--- config.mk ---
export PLATFORM = sky130hd
export DESIGN_NAME = ise_core
export DESIGN_NICKNAME = d
export VERILOG_FILES = /design/src/ise_pkg.sv /design/src/ise_alu_if.sv /design/src/ise_core.sv /design/src/ise_alu.sv
export SDC_FILE = /design/constraint.sdc
export NUM_CORES = 1
export LEC_CHECK = 0
export ABC_AREA = 0
export BUFFER_PORTS_ARGS = -buffer_cell sky130_fd_sc_hd__buf_2
export CAP_MARGIN = 0
export CELL_PAD_IN_SITES_DETAIL_PLACEMENT = 0
export CELL_PAD_IN_SITES_GLOBAL_PLACEMENT = 1
export CORE_AREA = 2 2 92 94
export CTS_CLUSTER_SIZE = 10
export DETAILED_ROUTE_END_ITERATION = 8
export DIE_AREA = 0 0 94 96
export PLACE_DENSITY = 0.83
export SKIP_CTS_REPAIR_TIMING = 1
export SYNTH_ARGS = -nofsm -noshare
export SYNTH_HDL_FRONTEND = slang
export SYNTH_SLANG_ARGS = --single-unit
--- constraint.sdc ---
create_clock -name CLK -period 1.9 [get_ports CLK]
set_input_delay 0.095 -clock CLK [delete_from_list [all_inputs] [get_ports CLK]]
set_output_delay 0.095 -clock CLK [all_outputs]
set_load 0.02 [all_outputs]
--- src/ise_pkg.sv ---
// What this block does
// - decode skip-increment from top bits 0011 11da
// - add one; d=0 to accumulator, else file
// - zero result flushes prefetched instruction, runs nop
// - a=0 access bank, a=1 bank select register
// - indexed literal offset when a=0, extended, f<=5Fh
// - one word; one, two or three cycles
// - phases: decode, read, compute, write destination
// - FFh wraps; plain increment sets zero, carry, digit carry; skip-increment leaves flags unchanged
package ise_pkg;
    // opcode top six bits
    localparam logic [5:0] OP_INCREMENT_REGISTER = 6'h0a;
    localparam logic [5:0] OP_INCREMENT_SKIP     = 6'h0f;
    // instruction word field positions
    localparam int OPC_HI    = 15;
    localparam int OPC_LO    = 10;
    localparam int DEST_BIT  = 9;
    localparam int ACC_BIT   = 8;
    localparam int FILE_HI   = 7;
    // addressing limits
    localparam logic [7:0] INDEXED_LIMIT = 8'h5f;
    localparam logic [7:0] ACCESS_SPLIT  = 8'h80;
    localparam logic [3:0] ACCESS_LOW    = 4'h0;
    localparam logic [3:0] ACCESS_HIGH   = 4'hf;
    // phases of one instruction cycle
    localparam logic [1:0] PH_DECODE  = 2'h0;
    localparam logic [1:0] PH_READ    = 2'h1;
    localparam logic [1:0] PH_COMPUTE = 2'h2;
    localparam logic [1:0] PH_WRITE   = 2'h3;
    // flushed cycles after a skip
    localparam logic [1:0] SKIP_ONE_WORD = 2'h1;
    localparam logic [1:0] SKIP_TWO_WORD = 2'h2;
    // reset values
    localparam logic [7:0]  ACCUM_RESET = 8'h00;
    localparam logic [11:0] ADDR_RESET  = 12'h000;

    typedef enum logic {ISE_EXEC, ISE_SKIP} ise_state_t;
    typedef enum logic [1:0] {ISE_OTHER, ISE_INC, ISE_INCSZ} ise_kind_t;

    typedef struct packed {
        ise_state_t  state;
        ise_kind_t   kind;
        logic [1:0]  phase;
        logic        active;
        logic        dest;
        logic [11:0] addr;
        logic [7:0]  opnd;
        logic [7:0]  result;
        logic [1:0]  skip_left;
        logic [7:0]  accum;
        logic        zero;
        logic        carry;
        logic        dcarry;
        logic        neg;
        logic        ovf;
    } ise_regs_t;
endpackage

--- src/ise_alu_if.sv ---
interface ise_alu_if;
    logic [7:0] opnd;
    logic [7:0] sum;
    logic       carry;
    logic       dcarry;
    logic       zero;
    logic       neg;
    logic       ovf;

    modport alu  (input opnd, output sum, carry, dcarry, zero, neg, ovf);
    modport core (output opnd, input sum, carry, dcarry, zero, neg, ovf);
endinterface

--- src/ise_core.sv ---
module ise_core #(
    parameter int BANK_W = 4,
    parameter int ADDR_W = 12
) (
    // clock and reset
    input  wire logic              CLK,
    input  wire logic              RST,
    // instruction stream
    input  wire logic [15:0]       INSTR,
    input  wire logic              INSTR_VALID,
    input  wire logic              NEXT_TWO_WORD,
    output logic                   INSTR_READY,
    output logic                   FLUSH,
    // addressing configuration
    input  wire logic              EXT_SET_EN,
    input  wire logic [BANK_W-1:0] BANK_SELECT_REGISTER,
    input  wire logic [ADDR_W-1:0] INDEX_BASE,
    // data memory
    output logic [ADDR_W-1:0]      MEM_ADDR,
    input  wire logic [7:0]        MEM_RDATA,
    output logic                   MEM_WE,
    output logic [7:0]             MEM_WDATA,
    // accumulator and status
    output logic [7:0]             ACCUM,
    output logic                   FLAG_ZERO,
    output logic                   FLAG_CARRY,
    output logic                   DIGIT_CARRY_FLAG,
    output logic                   FLAG_NEG,
    output logic                   FLAG_OVF
);
    if (ADDR_W != 12 || BANK_W != 4) begin : g_chk
        $error("ise_core supports only a 12-bit address with a 4-bit bank");
    end

    ise_pkg::ise_regs_t r;
    ise_pkg::ise_regs_t next_r;
    ise_alu_if          alu_bus ();
    logic               taken;
    logic [7:0]         fsel;
    logic               acc_bit;
    logic               skip_now;

    ise_alu u_alu (.a(alu_bus));

    assign alu_bus.opnd = r.opnd;
    assign fsel         = INSTR[ise_pkg::FILE_HI:0];
    assign acc_bit      = INSTR[ise_pkg::ACC_BIT];
    assign INSTR_READY  = (r.state == ise_pkg::ISE_EXEC) && (r.phase == ise_pkg::PH_DECODE);
    assign taken        = INSTR_READY && INSTR_VALID;
    assign skip_now     = r.active && (r.kind == ise_pkg::ISE_INCSZ)
                          && (r.phase == ise_pkg::PH_WRITE) && (r.result == 8'h00);
    assign FLUSH        = skip_now;
    assign MEM_WE       = r.active && (r.kind != ise_pkg::ISE_OTHER)
                          && (r.phase == ise_pkg::PH_WRITE) && r.dest;
    assign MEM_ADDR     = r.addr;
    assign MEM_WDATA    = r.result;
    assign ACCUM        = r.accum;
    assign FLAG_ZERO    = r.zero;
    assign FLAG_CARRY   = r.carry;
    assign DIGIT_CARRY_FLAG = r.dcarry;
    assign FLAG_NEG     = r.neg;
    assign FLAG_OVF     = r.ovf;

    always_comb begin
        next_r       = r;
        next_r.phase = r.phase + 2'h1;
        case (r.phase)
            ise_pkg::PH_DECODE: begin
                next_r.active = taken;
                if (taken) begin
                    case (INSTR[ise_pkg::OPC_HI:ise_pkg::OPC_LO])
                        ise_pkg::OP_INCREMENT_SKIP:     next_r.kind = ise_pkg::ISE_INCSZ;
                        ise_pkg::OP_INCREMENT_REGISTER: next_r.kind = ise_pkg::ISE_INC;
                        default:                        next_r.kind = ise_pkg::ISE_OTHER;
                    endcase
                    next_r.dest = INSTR[ise_pkg::DEST_BIT];
                    if (acc_bit) begin
                        next_r.addr = {BANK_SELECT_REGISTER, fsel};
                    end else if (EXT_SET_EN && fsel <= ise_pkg::INDEXED_LIMIT) begin
                        next_r.addr = INDEX_BASE + {4'h0, fsel};
                    end else if (fsel < ise_pkg::ACCESS_SPLIT) begin
                        next_r.addr = {ise_pkg::ACCESS_LOW, fsel};
                    end else begin
                        next_r.addr = {ise_pkg::ACCESS_HIGH, fsel};
                    end
                end
            end
            ise_pkg::PH_READ: begin
                if (r.active) begin
                    next_r.opnd = MEM_RDATA;
                end
            end
            ise_pkg::PH_COMPUTE: begin
                if (r.active) begin
                    next_r.result = alu_bus.sum;
                end
            end
            ise_pkg::PH_WRITE: begin
                if (r.state == ise_pkg::ISE_SKIP) begin
                    next_r.skip_left = r.skip_left - 2'h1;
                    if (r.skip_left == ise_pkg::SKIP_ONE_WORD) begin
                        next_r.state = ise_pkg::ISE_EXEC;
                    end
                end else if (r.active && r.kind != ise_pkg::ISE_OTHER) begin
                    if (!r.dest) begin
                        next_r.accum = r.result;
                    end
                    if (r.kind == ise_pkg::ISE_INC) begin
                        next_r.zero   = alu_bus.zero;
                        next_r.carry  = alu_bus.carry;
                        next_r.dcarry = alu_bus.dcarry;
                        next_r.neg    = alu_bus.neg;
                        next_r.ovf    = alu_bus.ovf;
                    end
                    if (skip_now) begin
                        next_r.state     = ise_pkg::ISE_SKIP;
                        next_r.skip_left = NEXT_TWO_WORD ? ise_pkg::SKIP_TWO_WORD
                                                         : ise_pkg::SKIP_ONE_WORD;
                    end
                end
                next_r.active = 1'b0;
            end
            default: next_r.phase = ise_pkg::PH_DECODE;
        endcase
    end

    always_ff @(posedge CLK) begin
        if (RST) begin
            r <= '{state: ise_pkg::ISE_EXEC, kind: ise_pkg::ISE_OTHER,
                   phase: ise_pkg::PH_DECODE, active: 1'b0, dest: 1'b0,
                   addr: ise_pkg::ADDR_RESET, opnd: 8'h00, result: 8'h00,
                   skip_left: 2'h0, accum: ise_pkg::ACCUM_RESET, zero: 1'b0,
                   carry: 1'b0, dcarry: 1'b0, neg: 1'b0, ovf: 1'b0};
        end else begin
            r <= next_r;
        end
    end
endmodule

--- src/ise_alu.sv ---
module ise_alu (
    ise_alu_if.alu a
);
    logic [8:0] wide;

    // add one and derive the flags of the addition
    always_comb begin
        wide     = {1'b0, a.opnd} + 9'h001;
        a.sum    = wide[7:0];
        a.carry  = wide[8];
        a.dcarry = (a.opnd[3:0] == 4'hf);
        a.zero   = (wide[7:0] == 8'h00);
        a.neg    = wide[7];
        a.ovf    = (a.opnd == 8'h7f);
    end
endmodule

==> results.md, run 1 <==
Clock tree
* register clock-pin slew on the reported worst setup and hold paths: 0.10 ns
* root buffer cell: clkbuf_8
* TritonCTS clock tree: built
* clock sinks: 50
* TritonCTS Buffers: 5
* source-to-sink clock delay at the later pin of the worst-skew pair: 0.31 ns
* buffer levels on the longest clock path: 2
* H-tree depth: 2

Die
* Total Die Area: 9024 µm²
* I/O Pins: 81
* initial core utilization: 0.3683
* Chip Width: 94 µm
* placeable core area: 8051 µm²
* Die H: 96 µm
* row count: 33

Drt
* via count of the routed design: 2,650
* Iteration-0 DRC Markers: 74
* DR vias/cell: 5.116
* final WL: 6891 µm
* first-pass iteration count of the detailed router: 4
* detail-routed net length per standard cell: 13.30 µm
* Antenna Nets Post-Route: 0
* post-detailed-route DRC marker count: 0

Critical path
* worst reg2reg endpoint: r[13]
* Critical path origin: r[46]
* Setup CP Type: flop to flop
* kind of start point of the critical path: flop
* top fanout value on the critical path: 5
* reg-to-reg setup timing slack: 0.16 ns
* number of cells traversed by the worst register-to-register path: 6
* delay of the slowest critical-path stage: 0.42 ns
* type of destination of the critical path: flop
* launch point of the worst reg-to-reg path: r[46]
* crit path cell chain: ha_2 -> nor4b_2 -> and3_4 -> a21oi_2 -> or4_1 -> a31oi_1
* CP arrival: 1.98 ns
* Crit path required time: 2.13 ns
* slowest stage cell, crit path: or4_1

Final layout
* fraction of final layout cells with drive strength greater than 1: 0.2639
* Antenna Cells: 0
* count of nets after finishing: 472
* growth of design area from synthesis to finish: 14.64%
* final core utilization: 0.4222

Flow run
* max-cap check violation count: 0

Synthesis
* number of enable-type register cells in the synthesized netlist: 0
* Post-Synthesis Cell Area: 2965 µm²
* post-synthesis area per instance: 8.169 µm²
* count of different cell masters after synthesis: 59
* async set or reset register ratio after synthesis: 0
* proportion of synthesized chip area in sequential cells: 0.3376
* Synth Instances: 363
* number of warning messages in the yosys log: 0
* total nets after synthesis: 423
* synthesized flop and latch total: 50
* Main synth FF type: dfxtp_1

Worst hold path
* hold crit path type: input port to flop
* origin of the worst min-delay path: MEM_RDATA[5]
* Hold Path Cell Cnt: 3
* end point of the worst hold path: alu_bus.opnd[5]

Timing
* Fin. Hold Viols: 0
* Worst slew margin: 0.5293
* maximum clock frequency: 574.2 MHz
* final clock period utilization by the worst path: 0.9167
* final number of max-transition violations: 0
* Worst Tran Pin Value: 0.7061 ns
* accumulated negative setup slack: 0 ns
* total setup violations reported at the end of the flow: 0
* Fin Clk Skew: 0.007063 ns
* final setup margin: 0.1583 ns
* final critical delay including setup and external delays: 1.742 ns
* Hold Slack: 0.02515 ns
* unrepaired setup endpoints after global routing: no

Place
* quantity of I/O buffers inserted on ports: 80
* worst setup slack before clock tree synthesis: 0.02705 ns
* gp weighted congestion: 0.8947
* Detailed Place HPWL: 5287 µm

Global routing
* antenna violations before repair: 0
* vias in the first global route: 2,421
* first-pass GRT wire length: 11,300 µm
* GRT Util Overall: 0.1556
* total global routing overflow: 0
* pin count of the biggest net entering global routing: 36

Power and ir drop
* worst supply voltage drop on vdd: 0.2580 mV
* power per cell area: 690.2 nW/µm²
* sum of internal, switching and leakage power: 2.346 mW
* standby leakage power: 1.466 nW

Run status
* status: complete, no violations

## cells in the final DEF, fill, tap and decap left out, types with 2 or more instances in the layout
cell / netlist / layout
buf_2: 3 / 80
nor2_1: 53 / 53
dfxtp_1: 50 / 49
nand2_1: 30 / 29
a21oi_1: 19 / 19
a211oi_1: 18 / 18
nand3_1: 16 / 16
mux2i_1: 15 / 15
ha_1: 14 / 13
nor3_1: 9 / 9
buf_4: 28 / 9
inv_1: 8 / 8
o21ai_0: 8 / 8
nor2b_1: 6 / 6
xnor2_1: 5 / 5
clkbuf_8: 0 / 5
o21ai_1: 4 / 4
o21a_1: 4 / 4
nand2b_1: 3 / 3
nand4_1: 3 / 3
o211ai_1: 3 / 3
xor2_1: 3 / 3
nor4_1: 2 / 2
nor4bb_1: 2 / 2
nand3b_1: 2 / 2
nor3_2: 2 / 2
and3_1: 2 / 2
or4_1: 2 / 2
a22oi_1: 2 / 2
a21o_1: 2 / 2
o31a_1: 2 / 2
o22ai_1: 2 / 2
## per-layer routing
metal  up-vias  global-route usage  part of all wire
met1      1229              0.2119              0.48
met5         -                   0                 0
li1       1358                   -                 -
met4         0             0.04469             0.012
met2        57              0.2536              0.46
met3         6             0.02741             0.045
## worst max-delay path by stage
stage,to,slack (ns),cells past startpoint
global route,r[13],0.004,6
floorplan,r[13],0.16,6
CTS,ACCUM[2],0.10,4
finish,r[13],0.16,6
detailed placement,MEM_ADDR[6],0.03,9
global placement,MEM_ADDR[6],0.09,9
## final cells by class
type / instances / area (µm²)
inverters: 8 / 30.03
repair buffers: 89 / 467.9
clock inverters: 3 / 47.55
multi-input cells: 258 / 1652
well taps: 105 / 131.4
clock buffers: 5 / 68.82
fillers: 850 / 4652
flip-flops and latches: 50 / 1002
## metrics by stage
step,cell area (µm²),instances
2_1_floorplan,2965,363
3_3_place_gp,3272,510
3_5_place_dp,3272,510
4_1_cts,3388,518
5_1_grt,3400,518
6_report,3400,518
## cells in the mapped netlist (all sizes together), types with 5 or more instances
cell | instances | share of area
inv | 8 | 0.010
nor2b | 6 | 0.013
nand3 | 16 | 0.027
nor3 | 11 | 0.022
ha | 14 | 0.059
nand2 | 30 | 0.038
a21oi | 20 | 0.035
o21ai | 12 | 0.020
xnor2 | 5 | 0.015
mux2i | 15 | 0.051
buf | 33 | 0.081
a211oi | 19 | 0.050
clkbuf | 14 | 0.018
nor2 | 53 | 0.067
dfxtp | 50 | 0.34
## sequential cells by signal, summed over array words and instances (netlist names)
register,flops
alu_bus.opnd,8
r,9
ACCUM,8
FLAG_ZERO,1
MEM_ADDR,12
FLAG_NEG,1
MEM_WDATA,8
FLAG_CARRY,1
DIGIT_CARRY_FLAG,1
FLAG_OVF,1
## cell families (layout without fill, tap and decap cells)
group / Yosys count / after routing / synth area share
fa+ha+maj: 15 / 15 / 0.06582
xor+xnor: 8 / 8 / 0.02363
mux: 16 / 16 / 0.05443
flops: 50 / 50 / 0.3376
buf+inv: 55 / 105 / 0.1089
compound gates: 77 / 77 / 0.1747
simple gates: 142 / 142 / 0.2350
## where the power goes
group | leakage [nW] | internal [mW] | switching, mW
Combinational | 1.00 | 0.187 | 0.257
Sequential | 0.406 | 1.09 | 0.0303
Clock | 0.0587 | 0.400 | 0.385
Total | 1.47 | 1.67 | 0.672
## critical path: cells and delay by family, from the launching register on
family | cells | cell delay, ns
DFF | 1 | 0.38
AOI/OAI and AO/OA | 2 | 0.22
adders and majority gates | 1 | 0.23
and+or+nand+nor | 3 | 0.85
No activity file was read; power rests on OpenSTA's default activity.
==> run 2, diff against run 1 <==
--- a/config.mk
+++ b/config.mk
@@ -15,6 +15,7 @@
 export DETAILED_ROUTE_END_ITERATION = 8
 export DIE_AREA = 0 0 94 96
 export PLACE_DENSITY = 0.83
+export RECOVER_POWER = 50
 export SKIP_CTS_REPAIR_TIMING = 1
 export SYNTH_ARGS = -nofsm -noshare
 export SYNTH_HDL_FRONTEND = slang
==> run 2 against run 1 <==
Register-to-register slack about the same. Clock-buffer cell count unchanged. Design area shrank 1.2%. Core utilization fell by 0.51 points. Sequential power barely moved. Non-clock buffer count did not move. Die area unchanged. Wire length up 0.41%. Critical path depth did not move. Clock power is essentially flat. Worst setup slack got worse by 0.0043 ns. Largest cell class unchanged.
==> results.md, run 2 (synthesis gave the netlist of run 1 again) <==
Run status
* status: complete, no violations

Drt
* post-detailed-route DRC marker count: 0
* Antenna Nets Post-Route: 0
* met3 wire length: 337 µm
* met1 routed wirelength after detailed routing: 3337 µm
* highest routing layer actually used: met4
* first-pass iteration count of the detailed router: 4
* total met2 wirelength after detailed routing: 3161 µm
* via count of the routed design: 2,632
* Iteration-0 DRC Markers: 76
* DR vias/cell: 5.081
* final WL: 6919 µm
* detail-routed net length per standard cell: 13.36 µm

Critical path
* slowest stage cell, crit path: or4_1
* worst reg2reg endpoint: r[13]
* number of cells traversed by the worst register-to-register path: 6
* launch point of the worst reg-to-reg path: r[46]
* crit path cell chain: ha_2 -> nor4b_2 -> and3_4 -> a21oi_2 -> or4_1 -> a31oi_1
* Setup CP Type: flop to flop
* number of buffer and inverter stages on the critical path: 0
* Crit path required time: 2.13 ns
* reg-to-reg setup timing slack: 0.15 ns
* delay of the slowest critical-path stage: 0.42 ns
* top fanout value on the critical path: 5
* CP top delay family: simple AND/OR/NAND/NOR gates
* type of destination of the critical path: flop
* kind of start point of the critical path: flop
* CP arrival: 1.98 ns

Clock tree
* clock sinks: 50
* source-to-sink clock delay at the later pin of the worst-skew pair: 0.31 ns
* register clock-pin slew on the reported worst setup and hold paths: 0.10 ns
* buffer levels on the longest clock path: 2
* H-tree depth: 2
* TritonCTS Buffers: 5
* TritonCTS clock tree: built
* root buffer cell: clkbuf_8

Power and ir drop
* portion of total power attributed to the clock network: 0.336
* net switching share of the total power: 0.2883
* Net Sw Power: 675.1 µW
* standby leakage power: 1.327 nW
* Logic pwr share: 0.187
* worst supply voltage drop on vdd: 0.2579 mV
* sequential group share of total power: 0.478
* sum of internal, switching and leakage power: 2.342 mW
* cell-internal power: 1.666 mW
* power per cell area: 697.3 nW/µm²

Global routing
* antenna violations before repair: 0
* vias in the first global route: 2,421
* total global routing overflow: 0
* GRT Util Overall: 0.1556
* first-pass GRT wire length: 11,300 µm
* pin count of the biggest net entering global routing: 36

Timing
* Fin Clk Skew: 0.008331 ns
* maximum clock frequency: 572.7 MHz
* final clock period utilization by the worst path: 0.9189
* Hold Slack: 0.02262 ns
* Fin. Hold Viols: 0
* Worst Tran Pin Value: 0.7024 ns
* Worst slew margin: 0.5317
* final critical delay including setup and external delays: 1.746 ns
* accumulated negative setup slack: 0 ns
* total setup violations reported at the end of the flow: 0
* final number of max-transition violations: 0
* unrepaired setup endpoints after global routing: no

Final layout
* multi-input logic area: 1652 µm²
* final cell count without fillers: 518
* final core utilization: 0.4171
* # fillers: 863
* flip-flop count of the largest register, all copies and words added: 12
* count of nets after finishing: 472
* highest-count cells in the layout ignoring fill and taps: 53 x nor2_1, 49 x dfxtp_1, 47 x buf_2
* fraction of final layout cells with drive strength greater than 1: 0.1840
* FF/Latch Area: 1002 µm²
* growth of design area from synthesis to finish: 13.25%
* leading cell type in the layout, fill and taps excluded: nor2_1
* Antenna Cells: 0

Place
* gp weighted congestion: 0.8947
* quantity of I/O buffers inserted on ports: 80
* placed instance count: 510
* Detailed Place HPWL: 5287 µm

Worst hold path
* origin of the worst min-delay path: MEM_RDATA[5]
* hold crit path type: input port to flop
* Hold Path Cell Cnt: 3
* end point of the worst hold path: alu_bus.opnd[5]

Die
* initial core utilization: 0.3683
* I/O Pins: 81
* Die H: 96 µm
* placeable core area: 8051 µm²
* Total Die Area: 9024 µm²
* row count: 33
* Chip Width: 94 µm

Flow run
* max-cap check violation count: 0

-- run 2: worst register-to-register path, cell delays in order (launching register included) --
cell,delay (ns)
dfxtp_1,0.38
ha_2,0.23
nor4b_2,0.19
and3_4,0.24
a21oi_2,0.06
or4_1,0.42
a31oi_1,0.16
-- run 2: metrics by stage --
stage | instance area (µm²) | setup slack [ns]
floorplan | 2965 | 0.1619
global placement | 3272 | 0.08598
detailed placement | 3272 | 0.02705
CTS | 3388 | 0.1049
global route | 3358 | 0.004468
finish | 3358 | 0.1540
-- run 2: metal layers --
layer / vias up / global-route usage
li1: 1354 / -
met1: 1216 / 0.2119
met2: 56 / 0.2536
met3: 6 / 0.02741
met4: 0 / 0.04469
met5: - / 0
-- run 2: worst max-delay path by stage --
stage,endpoint,cells after the start,start,slack (ns)
after floorplan,r[13],6,r[45],0.16
after global placement,MEM_ADDR[6],9,INSTR[0],0.09
after detailed placement,MEM_ADDR[6],9,INSTR[0],0.03
after CTS,ACCUM[2],4,r[47],0.10
after global routing,r[13],6,r[46],0.004
final,r[13],6,r[46],0.15
-- run 2: power by group through the flow --
stage | clock network (mW) | registers [mW] | logic (mW)
after floorplan | 0 | 1.13 | 0.329
after global placement | 0 | 1.14 | 0.437
after detailed placement | 0 | 1.14 | 0.444
after CTS | 0.809 | 1.12 | 0.448
after global routing | 0.844 | 1.12 | 0.492
final | 0.787 | 1.12 | 0.437
-- run 2: layout make-up --
class	instances	area share
multi-input combinational	258	0.4918
sequential	50	0.2984
timing repair buffer	89	0.1270
tap	105	0.03912
clock buffer	5	0.02049
clock inverter	3	0.01416
inverter	8	0.008942
